===== src/logic/pbcs_regs.svh =====
// Register indices, bit positions, codes and frame counts of the basic PHY register pair.
`ifndef PBCS_REGS_SVH
`define PBCS_REGS_SVH

// Register indices and the broadcast PHY address on the management interface.
`define PBCS_IDX_CONTROL 5'h00
`define PBCS_IDX_STATUS 5'h01
`define PBCS_ADDR_ANY 5'h00

// basic_phy_control bit positions.
`define PBCS_CTL_RESET 15
`define PBCS_CTL_LOOPBACK 14
`define PBCS_CTL_SPEED_LSB 13
`define PBCS_CTL_NEG_ENABLE 12
`define PBCS_CTL_POWER_DOWN 11
`define PBCS_CTL_ISOLATE 10
`define PBCS_CTL_NEG_RESTART 9
`define PBCS_CTL_DUPLEX 8
`define PBCS_CTL_COL_TEST 7
`define PBCS_CTL_SPEED_MSB 6
`define PBCS_CTL_ONE_WAY 5

// basic_phy_status bit positions.
`define PBCS_STS_EXT_STATUS 8
`define PBCS_STS_ONE_WAY_ABILITY 7
`define PBCS_STS_SHORT_PREAMBLE 6
`define PBCS_STS_NEG_COMPLETE 5
`define PBCS_STS_REMOTE_FAULT 4

// Codes and fixed values.
`define PBCS_SPEED_100 2'h1
`define PBCS_PMODE_NORMAL 4'h3
`define PBCS_OP_READ 2'h2
`define PBCS_OP_WRITE 2'h1
`define PBCS_WORD_ZERO 16'h0000

// Frame field lengths, as last-bit counts.
`define PBCS_HDR_LAST 5'h0B
`define PBCS_TA_LAST 5'h01
`define PBCS_DATA_LAST 5'h0F

`endif


===== src/logic/pbcs_pkg.sv =====
// Types shared by the basic PHY register pair.
package pbcs_pkg;

   typedef enum logic [2:0] {
      SMI_IDLE,
      SMI_HEADER,
      SMI_TURN,
      SMI_READ,
      SMI_WRITE
   } pbcs_state_t;

   typedef struct packed {
      logic loopback;
      logic power_down;
      logic isolate;
      logic one_way_tx_enable;
   } pbcs_ctrl_t;

   typedef struct packed {
      logic [1:0] op;
      logic [4:0] phy;
      logic [4:0] idx;
   } pbcs_hdr_t;

endpackage


===== src/logic/pbcs_sync.sv =====
// Three-stage synchroniser that passes a level once its last two stages agree.
`timescale 1ns/10ps
module pbcs_sync #(
   parameter logic RESET_VAL = 1'b0
) (
   // Clock and reset
   input wire logic core_clk,
   input wire logic sys_rst,
   // Asynchronous level in, filtered level out
   input wire logic async_in,
   output logic level_out
);

   logic s1_reg;
   logic s2_reg;
   logic s3_reg;
   logic out_reg;
   logic out_next;

   always_comb begin
      out_next = out_reg;
      if (s2_reg == s3_reg) begin
         out_next = s3_reg;
      end
   end

   always_ff @(posedge core_clk) begin
      if (sys_rst) begin
         s1_reg <= RESET_VAL;
         s2_reg <= RESET_VAL;
         s3_reg <= RESET_VAL;
         out_reg <= RESET_VAL;
      end else begin
         s1_reg <= async_in;
         s2_reg <= s1_reg;
         s3_reg <= s2_reg;
         out_reg <= out_next;
      end
   end

   assign level_out = out_reg;

endmodule


===== src/logic/pbcs_top.sv =====
// Basic PHY control and status register pair behind a serial management slave.
`timescale 1ns/10ps
`include "pbcs_regs.svh"
module pbcs_top (
   // Clock and reset
   input wire logic core_clk,
   input wire logic sys_rst,
   // Management link pins
   input wire logic mdc,
   input wire logic mdio_in,
   output logic mdio_out,
   output logic mdio_oe_n,
   // Strap and PHY core status
   input wire logic [4:0] phy_addr_strap,
   input wire logic [3:0] power_mode_sel,
   input wire logic [1:0] loopback_variant,
   input wire logic link_up,
   input wire logic remote_fault_det,
   // PHY core controls
   output logic phy_soft_reset,
   output logic loopback_enable,
   output logic [1:0] loopback_select,
   output logic standby_request,
   output logic isolate_mii,
   output logic one_way_tx_enable,
   output logic mii_tx_allowed,
   output logic normal_mode_request,
   output logic control_error
);

   logic mdc_lvl;
   logic mdio_lvl;

   pbcs_sync #(
      .RESET_VAL(1'b0)
   ) u_sync_mdc (
      .core_clk(core_clk),
      .sys_rst(sys_rst),
      .async_in(mdc),
      .level_out(mdc_lvl)
   );

   pbcs_sync #(
      .RESET_VAL(1'b1)
   ) u_sync_mdio (
      .core_clk(core_clk),
      .sys_rst(sys_rst),
      .async_in(mdio_in),
      .level_out(mdio_lvl)
   );

   pbcs_pkg::pbcs_state_t state_reg, state_next;
   pbcs_pkg::pbcs_ctrl_t ctrl_reg, ctrl_next;
   pbcs_pkg::pbcs_hdr_t hdr_reg, hdr_next;
   logic mdc_prev_reg, mdc_prev_next;
   logic bit_prev_reg, bit_prev_next;
   logic [4:0] cnt_reg, cnt_next;
   logic [15:0] shift_reg, shift_next;
   logic read_act_reg, read_act_next;
   logic commit_reg, commit_next;
   logic mdio_out_reg, mdio_out_next;
   logic mdio_oe_n_reg, mdio_oe_n_next;
   logic [4:0] phy_addr_reg, phy_addr_next;
   logic rf_reg, rf_next;
   logic soft_rst_reg, soft_rst_next;
   logic normal_req_reg, normal_req_next;
   logic ctl_err_reg, ctl_err_next;
   logic tx_allowed_reg, tx_allowed_next;
   logic [1:0] lb_sel_reg, lb_sel_next;

   logic mdc_rise;
   logic [15:0] ctl_word;
   logic [15:0] sts_word;
   pbcs_pkg::pbcs_hdr_t hdr_now;
   logic [15:0] wr_word;
   logic addr_hit;

   assign mdc_rise = mdc_lvl & ~mdc_prev_reg;
   assign hdr_now = pbcs_pkg::pbcs_hdr_t'({shift_reg[10:0], mdio_lvl});
   assign wr_word = {shift_reg[14:0], mdio_lvl};
   assign addr_hit = (hdr_now.phy == phy_addr_reg) || (hdr_now.phy == `PBCS_ADDR_ANY);

   // Read-back images; fixed bits are built here rather than stored.
   always_comb begin
      ctl_word = `PBCS_WORD_ZERO;
      ctl_word[`PBCS_CTL_LOOPBACK] = ctrl_reg.loopback;
      {ctl_word[`PBCS_CTL_SPEED_MSB], ctl_word[`PBCS_CTL_SPEED_LSB]} = `PBCS_SPEED_100;
      ctl_word[`PBCS_CTL_NEG_ENABLE] = 1'b0;
      ctl_word[`PBCS_CTL_NEG_RESTART] = 1'b0;
      ctl_word[`PBCS_CTL_POWER_DOWN] = ctrl_reg.power_down;
      ctl_word[`PBCS_CTL_ISOLATE] = ctrl_reg.isolate;
      ctl_word[`PBCS_CTL_DUPLEX] = 1'b1;
      ctl_word[`PBCS_CTL_COL_TEST] = 1'b0;
      ctl_word[`PBCS_CTL_ONE_WAY] = ctrl_reg.one_way_tx_enable;
      ctl_word[`PBCS_CTL_RESET] = 1'b0;

      sts_word = `PBCS_WORD_ZERO;
      sts_word[`PBCS_STS_EXT_STATUS] = 1'b1;
      sts_word[`PBCS_STS_ONE_WAY_ABILITY] = 1'b1;
      sts_word[`PBCS_STS_SHORT_PREAMBLE] = 1'b1;
      sts_word[`PBCS_STS_NEG_COMPLETE] = 1'b1;
      sts_word[`PBCS_STS_REMOTE_FAULT] = rf_reg;
   end

   always_comb begin
      state_next = state_reg;
      ctrl_next = ctrl_reg;
      hdr_next = hdr_reg;
      mdc_prev_next = mdc_lvl;
      bit_prev_next = bit_prev_reg;
      cnt_next = cnt_reg;
      shift_next = shift_reg;
      read_act_next = read_act_reg;
      commit_next = commit_reg;
      mdio_out_next = mdio_out_reg;
      mdio_oe_n_next = mdio_oe_n_reg;
      phy_addr_next = phy_addr_reg;
      rf_next = rf_reg;
      soft_rst_next = 1'b0;
      normal_req_next = 1'b0;
      ctl_err_next = 1'b0;
      tx_allowed_next = ctrl_reg.one_way_tx_enable | link_up;
      lb_sel_next = ctrl_reg.loopback ? loopback_variant : lb_sel_reg;

      if (mdc_rise) begin
         case (state_reg)
            pbcs_pkg::SMI_IDLE: begin
               bit_prev_next = mdio_lvl;
               // start pattern alone opens a frame, preamble optional
               if (!bit_prev_reg && mdio_lvl) begin
                  state_next = pbcs_pkg::SMI_HEADER;
                  cnt_next = 5'h00;
               end
            end
            pbcs_pkg::SMI_HEADER: begin
               shift_next = wr_word;
               cnt_next = cnt_reg + 5'h01;
               if (cnt_reg == `PBCS_HDR_LAST) begin
                  hdr_next = hdr_now;
                  state_next = pbcs_pkg::SMI_TURN;
                  cnt_next = 5'h00;
                  read_act_next = addr_hit && (hdr_now.op == `PBCS_OP_READ);
                  commit_next = addr_hit && (hdr_now.op == `PBCS_OP_WRITE);
                  if (hdr_now.idx == `PBCS_IDX_CONTROL) begin
                     shift_next = ctl_word;
                  end else if (hdr_now.idx == `PBCS_IDX_STATUS) begin
                     shift_next = sts_word;
                  end else begin
                     shift_next = `PBCS_WORD_ZERO;
                  end
                  // clear latched fault on status read
                  if (addr_hit && (hdr_now.op == `PBCS_OP_READ) &&
                      (hdr_now.idx == `PBCS_IDX_STATUS)) begin
                     rf_next = 1'b0;
                  end
               end
            end
            pbcs_pkg::SMI_TURN: begin
               cnt_next = cnt_reg + 5'h01;
               if (cnt_reg == `PBCS_TA_LAST) begin
                  cnt_next = 5'h00;
                  if (read_act_reg) begin
                     state_next = pbcs_pkg::SMI_READ;
                     mdio_out_next = shift_reg[15];
                     shift_next = {shift_reg[14:0], 1'b0};
                  end else begin
                     state_next = pbcs_pkg::SMI_WRITE;
                  end
               end else if (read_act_reg) begin
                  mdio_out_next = 1'b0;
                  mdio_oe_n_next = 1'b0;
               end
            end
            pbcs_pkg::SMI_READ: begin
               cnt_next = cnt_reg + 5'h01;
               mdio_out_next = shift_reg[15];
               shift_next = {shift_reg[14:0], 1'b0};
               if (cnt_reg == `PBCS_DATA_LAST) begin
                  mdio_out_next = 1'b1;
                  mdio_oe_n_next = 1'b1;
                  state_next = pbcs_pkg::SMI_IDLE;
                  bit_prev_next = 1'b1;
               end
            end
            pbcs_pkg::SMI_WRITE: begin
               cnt_next = cnt_reg + 5'h01;
               shift_next = wr_word;
               if (cnt_reg == `PBCS_DATA_LAST) begin
                  state_next = pbcs_pkg::SMI_IDLE;
                  bit_prev_next = 1'b1;
                  if (commit_reg && (hdr_reg.idx == `PBCS_IDX_CONTROL)) begin
                     if (wr_word[`PBCS_CTL_RESET]) begin
                        soft_rst_next = 1'b1;
                     end else begin
                        ctrl_next.loopback = wr_word[`PBCS_CTL_LOOPBACK];
                        ctrl_next.one_way_tx_enable = wr_word[`PBCS_CTL_ONE_WAY];
                        ctrl_next.power_down = wr_word[`PBCS_CTL_POWER_DOWN] &
                           ~ctrl_reg.isolate &
                           ~(wr_word[`PBCS_CTL_ISOLATE] & ~ctrl_reg.power_down);
                        ctrl_next.isolate = wr_word[`PBCS_CTL_ISOLATE] &
                           ~ctrl_reg.power_down &
                           ~(wr_word[`PBCS_CTL_POWER_DOWN] & ~ctrl_reg.isolate);
                        ctl_err_next =
                           (wr_word[`PBCS_CTL_POWER_DOWN] & ~ctrl_next.power_down) |
                           (wr_word[`PBCS_CTL_ISOLATE] & ~ctrl_next.isolate);
                        normal_req_next = ctrl_reg.power_down & ~ctrl_next.power_down &
                           ~wr_word[`PBCS_CTL_POWER_DOWN] &
                           (power_mode_sel == `PBCS_PMODE_NORMAL);
                     end
                  end
               end
            end
            default: begin
               state_next = pbcs_pkg::SMI_IDLE;
            end
         endcase
      end

      if (soft_rst_reg) begin
         ctrl_next = '0;
         rf_next = 1'b0;
      end
      // fault sets, winning over any clear
      if (remote_fault_det) begin
         rf_next = 1'b1;
      end
   end

   always_ff @(posedge core_clk) begin
      if (sys_rst) begin
         state_reg <= pbcs_pkg::SMI_IDLE;
         ctrl_reg <= '0;
         hdr_reg <= '0;
         mdc_prev_reg <= 1'b0;
         bit_prev_reg <= 1'b1;
         cnt_reg <= 5'h00;
         shift_reg <= `PBCS_WORD_ZERO;
         read_act_reg <= 1'b0;
         commit_reg <= 1'b0;
         mdio_out_reg <= 1'b1;
         mdio_oe_n_reg <= 1'b1;
         phy_addr_reg <= phy_addr_strap;
         rf_reg <= 1'b0;
         soft_rst_reg <= 1'b0;
         normal_req_reg <= 1'b0;
         ctl_err_reg <= 1'b0;
         tx_allowed_reg <= 1'b0;
         lb_sel_reg <= 2'h0;
      end else begin
         state_reg <= state_next;
         ctrl_reg <= ctrl_next;
         hdr_reg <= hdr_next;
         mdc_prev_reg <= mdc_prev_next;
         bit_prev_reg <= bit_prev_next;
         cnt_reg <= cnt_next;
         shift_reg <= shift_next;
         read_act_reg <= read_act_next;
         commit_reg <= commit_next;
         mdio_out_reg <= mdio_out_next;
         mdio_oe_n_reg <= mdio_oe_n_next;
         phy_addr_reg <= phy_addr_next;
         rf_reg <= rf_next;
         soft_rst_reg <= soft_rst_next;
         normal_req_reg <= normal_req_next;
         ctl_err_reg <= ctl_err_next;
         tx_allowed_reg <= tx_allowed_next;
         lb_sel_reg <= lb_sel_next;
      end
   end

   assign mdio_out = mdio_out_reg;
   assign mdio_oe_n = mdio_oe_n_reg;
   assign phy_soft_reset = soft_rst_reg;
   assign loopback_enable = ctrl_reg.loopback;
   assign loopback_select = lb_sel_reg;
   assign standby_request = ctrl_reg.power_down;
   assign isolate_mii = ctrl_reg.isolate;
   assign one_way_tx_enable = ctrl_reg.one_way_tx_enable;
   assign mii_tx_allowed = tx_allowed_reg;
   assign normal_mode_request = normal_req_reg;
   assign control_error = ctl_err_reg;

endmodule


===== config.mk =====
export PLATFORM = sky130hd
export DESIGN_NAME = pbcs_top
export DESIGN_NICKNAME = d
export VERILOG_FILES = /design/src/logic/pbcs_pkg.sv /design/src/logic/pbcs_sync.sv /design/src/logic/pbcs_top.sv
export VERILOG_INCLUDE_DIRS = /design/src /design/src/logic
export SDC_FILE = /design/constraint.sdc
export NUM_CORES = 1
export LEC_CHECK = 0
export BUFFER_PORTS_ARGS = -buffer_cell sky130_fd_sc_hd__buf_2
export CAP_MARGIN = 25
export CORE_UTILIZATION = 30
export DETAILED_ROUTE_END_ITERATION = 7
export SLEW_MARGIN = 0
export SYNTH_ARGS = -nofsm -noshare
export SYNTH_HDL_FRONTEND = slang
export SYNTH_SLANG_ARGS = --single-unit

===== constraint.sdc =====
create_clock -name core_clk -period 2.2 [get_ports core_clk]
set_input_delay 0.11 -clock core_clk [delete_from_list [all_inputs] [get_ports core_clk]]
set_output_delay 0.11 -clock core_clk [all_outputs]
set_load 0.02 [all_outputs]

Word level (Yosys, flattened, before mapping)
Cells that the tools add are included.
{"block": "totals", "regBits": 59}
{"block": "classes", "n_addsub": 1, "n_eq_ne": 21, "muxes": 32, "bitwise": 25, "n_reduce_logical": 32}
{"op": "case mux 16 bit (4 select lines)", "count": 1}
{"op": "two-way mux 16 bit", "count": 3}
{"op": "case mux 5 bit (4 select lines)", "count": 1}
{"op": "logical NOT 5 bit", "count": 3}
{"op": "two-way mux 15 bit", "count": 1}
{"op": "two-way mux 3 bit", "count": 5}
{"op": "two-way mux 5 bit", "count": 3}
{"op": "AND reduction 5 bit", "count": 3}
{"op": "two-way mux 1 bit", "count": 13}
{"op": "NOT 1 bit", "count": 13}
{"op": "!= test 2 bit, second input constant", "count": 6}
{"op": "case mux 3 bit (4 select lines)", "count": 1}
{"op": "AND reduction 3 bit", "count": 4}
{"op": "nonzero test 3 bit", "count": 4}
{"op": "AND 1 bit", "count": 10}
{"op": "equality test 5 x 1 -> 1 bit, second input constant", "count": 2}
{"op": "equality test 5 x 4 -> 1 bit, second input constant", "count": 2}
{"op": "two-way mux 9 bit", "count": 1}
{"op": "AND reduction 4 bit", "count": 2}
{"op": "nonzero test 4 bit", "count": 2}
{"op": "equality test 3 x 2 -> 1 bit, second input constant", "count": 2}
{"op": "case mux 1 bit (2 select lines)", "count": 3}
{"op": "OR reduction 6 bit", "count": 1}
{"op": "adder 5 x 1 -> 5 bit, second input constant", "count": 1}
{"op": "16 further kinds", "count": 24}

Logic depth before layout (Yosys ltp)
{"block": "depth", "ltp_word": 10, "mapped_depth": 7, "ltp_nobuf": 7}

By module
Synthesis repeated with hierarchy kept, for this count alone.
{"block": "hier_totals", "hier_cells": 286, "area_unflattened_um2": 2571.2}
{"module": "pbcs_top", "instances": 1, "cells_per_inst": 266, "area_per_inst_um2": 2343.5}
{"module": "pbcs_sync (u_sync_mdio)", "instances": 1, "cells_per_inst": 10, "area_per_inst_um2": 115.1}
{"module": "pbcs_sync (u_sync_mdc)", "instances": 1, "cells_per_inst": 10, "area_per_inst_um2": 112.6}

Least setup slack after synthesis
OpenSTA, ideal clock, no wires.
{"block": "synth_path", "kind": "register to register", "start": "register cnt_reg[0]", "end": "register state_reg[1]", "setup_time_ns": 0.123, "arrival_ns": 1.833, "slack_ns": 0.244, "path_stages_with_launch": 8, "path_buffers": 0, "period_less_slack_ns": 1.956, "cell_sequence": "dfxtp_1 -> ha_1 -> and3_1 -> ha_1 -> nand2b_1 -> o22a_1 -> o211ai_2 -> mux2_1"}
{"block": "synth_between", "elab_chain_cells": 3, "word_cells_on_any_way": 7}
{"element": "start, declared", "line_no": "pbcs_top.sv:57", "source": "logic [4:0] cnt_reg, cnt_next;"}
{"element": "start signal, assigned", "line_no": "pbcs_top.sv:255", "source": "cnt_reg <= cnt_next;"}
{"element": "equality test 5 x 1 -> 1 bit (no source line) or equality test 5 x 4 -> 1 bit (tied branches)"}
{"element": "!= test 2 bit (no source line) or != test 2 x 1 -> 1 bit (tied branches)"}
{"element": "AND reduction 5 bit (no source line) (*)"}
{"element": "end signal, assigned", "line_no": "pbcs_top.sv:231", "source": "state_reg <= pbcs_pkg::SMI_IDLE;"}
{"element": "end signal, assigned", "line_no": "pbcs_top.sv:250", "source": "state_reg <= state_next;"}
{"element": "end, declared", "line_no": "pbcs_top.sv:52", "source": "pbcs_pkg::pbcs_state_t state_reg, state_next;"}
Every way passes the cells marked *; elsewhere a longest branch is shown, timed or not.
A chain may end at the register's enable or synchronous reset.

Final worst setup path
{"block": "layout_path", "start": "register cnt_reg[1]", "end": "register ctrl_reg (netlist bit isolate_mii)"}
{"block": "layout_between", "elab_chain_cells": 2}
{"element": "equality test 5 x 4 -> 1 bit (no source line)"}
{"element": "AND reduction 5 bit (no source line)"}
{"element": "end signal, assigned", "line_no": "pbcs_top.sv:251", "source": "ctrl_reg <= ctrl_next;"}
{"element": "end, declared", "line_no": "pbcs_top.sv:53", "source": "pbcs_pkg::pbcs_ctrl_t ctrl_reg, ctrl_next;"}
Every way passes these cells.

==> impl_metrics.env <==
export IMPL_syn_avg_cell_area_sq_um=9.25
export IMPL_syn_inst=302
export IMPL_synth_commonest_cells="dfxtp_1, a21oi_1, nand2_1"
export IMPL_clockRootBuffer="clkbuf_8"
export IMPL_area_growth_pct=21.0
export IMPL_cp_required_ps=2440
export IMPL_relSlewSlack=0.603
export IMPL_ys_flop_type="dfxtp_1"
export IMPL_slew_violations=0
export IMPL_grt_max_degree=36
export IMPL_grt_first_pass_wirelength_mm=11.6
export IMPL_synth_most_common_cell="dfxtp_1"
export IMPL_cts_tree="yes"
export IMPL_numCtsBuffers=9
export IMPL_cpMostUsedCell="ha_1"
export IMPL_antenna_cells=0
export IMPL_cp_arrival_ps=2290
export IMPL_synth_top_area_share=0.387
export IMPL_fill_cells=904
export IMPL_die_h_microns=98.5
export IMPL_largest_register_ff_count=16
export IMPL_finalCritPeriodShare=0.933
export IMPL_drt_iter0_drc=164
export IMPL_met2_length_mm=3.27
export IMPL_hold_path_class="input pin to flip-flop"
export IMPL_grt_setup_unrepaired="false"
export IMPL_vias=2475
export IMPL_netlist_cell_type_count=65
export IMPL_synth_edff_count=5
export IMPL_crit_type="flip-flop to flip-flop"
export IMPL_power_leakage_nw=1.25
export IMPL_worst_slew_pin_slew_ps=594
export IMPL_cpMaxStageDelayCell="dfxtp_1"
export IMPL_critical_path_cell_chain="ha_1, and3_1, ha_1, nor4b_1, buf_4, and4_1, nand2_1, o221a_1"
export IMPL_setup_violations=0
export IMPL_met1_length_mm=3.39
export IMPL_syn_area_sq_mm=0.00279
export IMPL_tns_ps=0
export IMPL_synth_nets=322
export IMPL_yosysTopAreaCell="dfxtp_1"
export IMPL_floorplan_rows=34
export IMPL_wl_mm=7.03
export IMPL_firstDrtPassIters=5
export IMPL_grt_use_total=0.151
export IMPL_cts_sinks=59
export IMPL_nets=368
export IMPL_first_global_vias=2299
export IMPL_wl_per_cell_microns=15.3
export IMPL_cts_clk_slew_worst_paths_ps=70
export IMPL_grt_ovfl_total=0
export IMPL_finalClockSkew_ps=4.12
export IMPL_yosys_top_cells_area="dfxtp_1, a21oi_1, edfxtp_1"
export IMPL_hpwl_mm=4.79
export IMPL_regArea_sq_mm=0.00123
export IMPL_antenna_found_initial=0
export IMPL_ys_warn_count=0
export IMPL_seq_area_frac_synth=0.441
export IMPL_hold_violations=0
export IMPL_insertion_delay_ps=350
export IMPL_timing_final_crit_period_ps=2050
export IMPL_wl_met3_microns=302
export IMPL_port_buffers=28
export IMPL_drc_errors=0
export IMPL_gp_congestion=0.834
export IMPL_coreArea_sq_mm=0.00885
export IMPL_vias_per_cell=5.37
export IMPL_fmax_ghz=0.487
export IMPL_startpoint_type="flip-flop"
export IMPL_peakVddDrop_uv=373
export IMPL_die_x_microns=98.5
export IMPL_utilization=0.382
export IMPL_p_per_area_mw_per_mm2=617
export IMPL_worst_setup_path_end_kind="flip-flop"
export IMPL_ys_ff_latch=59
export IMPL_cpPeakStageDelay_ps=380
export IMPL_start_util=0.316
export IMPL_outcome="finished clean"
export IMPL_cts_htree_levels=3
export IMPL_ant_nets=0
export IMPL_multi_input_area_sq_mm=0.00146
export IMPL_die_area_sq_mm=0.00970
export IMPL_drive_gt1_frac=0.204
export IMPL_synthArstFlopShare=0
export IMPL_routed_top_layer="met4"
export IMPL_cap_violations=0
export IMPL_num_io_pins=29
export IMPL_cts_buffer_depth=2
export IMPL_worstPathMaxFanout=4
-- repair_timing --
action	in CTS	in global routing
hold buffers	11	0
gates resized for setup	0	1
hold endpoints to repair	10	0
buffers inserted	0	0
endpoints found under the setup margin	0	1
-- per-stage QoR --
stage	std cells	hold slack, ps	total power (W)	instance area, sq um	setup WS, ps
final	461	7.40	0.00209	3380	146
after detailed placement	434	291	0.00119	3080	160
after global routing	461	10.3	0.00216	3380	3.99
after CTS	461	2.34	0.00211	3370	117
after floorplan	302	209	0.00116	2790	244
after global placement	434	288	0.00119	3080	213
-- area by class of cell --
type                            count  share of cell area
Clock buffer                       12              0.0459
Clock inverter                      4             0.00740
Inverter                           10              0.0111
Multi-Input combinational cell    218               0.433
Sequential cell                    59               0.364
Tap cell                          108              0.0400
Timing Repair Buffer               50              0.0985
-- metal layers --
layer  track usage  vias up
met4        0.0448        0
met2         0.225       56
met3        0.0440        9
met1         0.211     1187
met5             0        -
li1              -     1223
-- critical path, delay by kind of cell (launching register included) --
family | cells | cell delay (ps)
adders and majority gates | 2 | 350
buffers and inverters | 1 | 170
and+or+nand+nor | 4 | 750
DFF | 1 | 380
AOI/OAI and AO/OA | 1 | 280
-- cells by family (layout without fill, tap and decap cells) --
logic type / after synthesis / after routing / synth area share
AND/OR/NAND/NOR: 107 / 107 / 0.239
AO/OA/AOI/OAI: 93 / 93 / 0.218
flip-flops: 59 / 59 / 0.441
multiplexers: 10 / 10 / 0.0363
buffers and inverters: 25 / 76 / 0.0376
adder cells (fa/ha/maj): 3 / 3 / 0.0134
XOR/XNOR: 5 / 5 / 0.0157
-- layout by cell type, fill, tap and decap left out, types with 4 or more instances in the layout --
master,n
a211oi_1,7
a21oi_1,30
a311oi_1,4
a31oi_1,4
buf_2,28
buf_4,11
clkbuf_8,11
dfxtp_1,54
dlygate4sd3_1,11
edfxtp_1,5
inv_1,8
mux2i_1,9
nand2_1,21
nand2b_1,5
nand3_1,7
nand4_1,8
nor2_1,20
nor2b_1,12
nor3_1,6
o211ai_1,9
o21ai_0,18
-- worst paths after layout --
kind	from	endpoint	slack (ps)	depth (start not counted)
setup reg to reg	cnt_reg[1]	isolate_mii	150	8
hold reg to reg	u_sync_mdio.s1_reg	u_sync_mdio.s2_reg	410	1
hold / removal	loopback_variant[1]	loopback_select[1]	7	3
setup / recovery	cnt_reg[1]	isolate_mii	150	8
-- power by group --
group          total [W]  switching (W)  internal [W]  leakage [nW]
sequential       0.00111     0.00000711       0.00110         0.486
clock           0.000908       0.000442      0.000466        0.0884
combinational  0.0000727      0.0000364     0.0000364         0.671
total            0.00209       0.000485       0.00160          1.25
(Power assumes the default switching activity.)
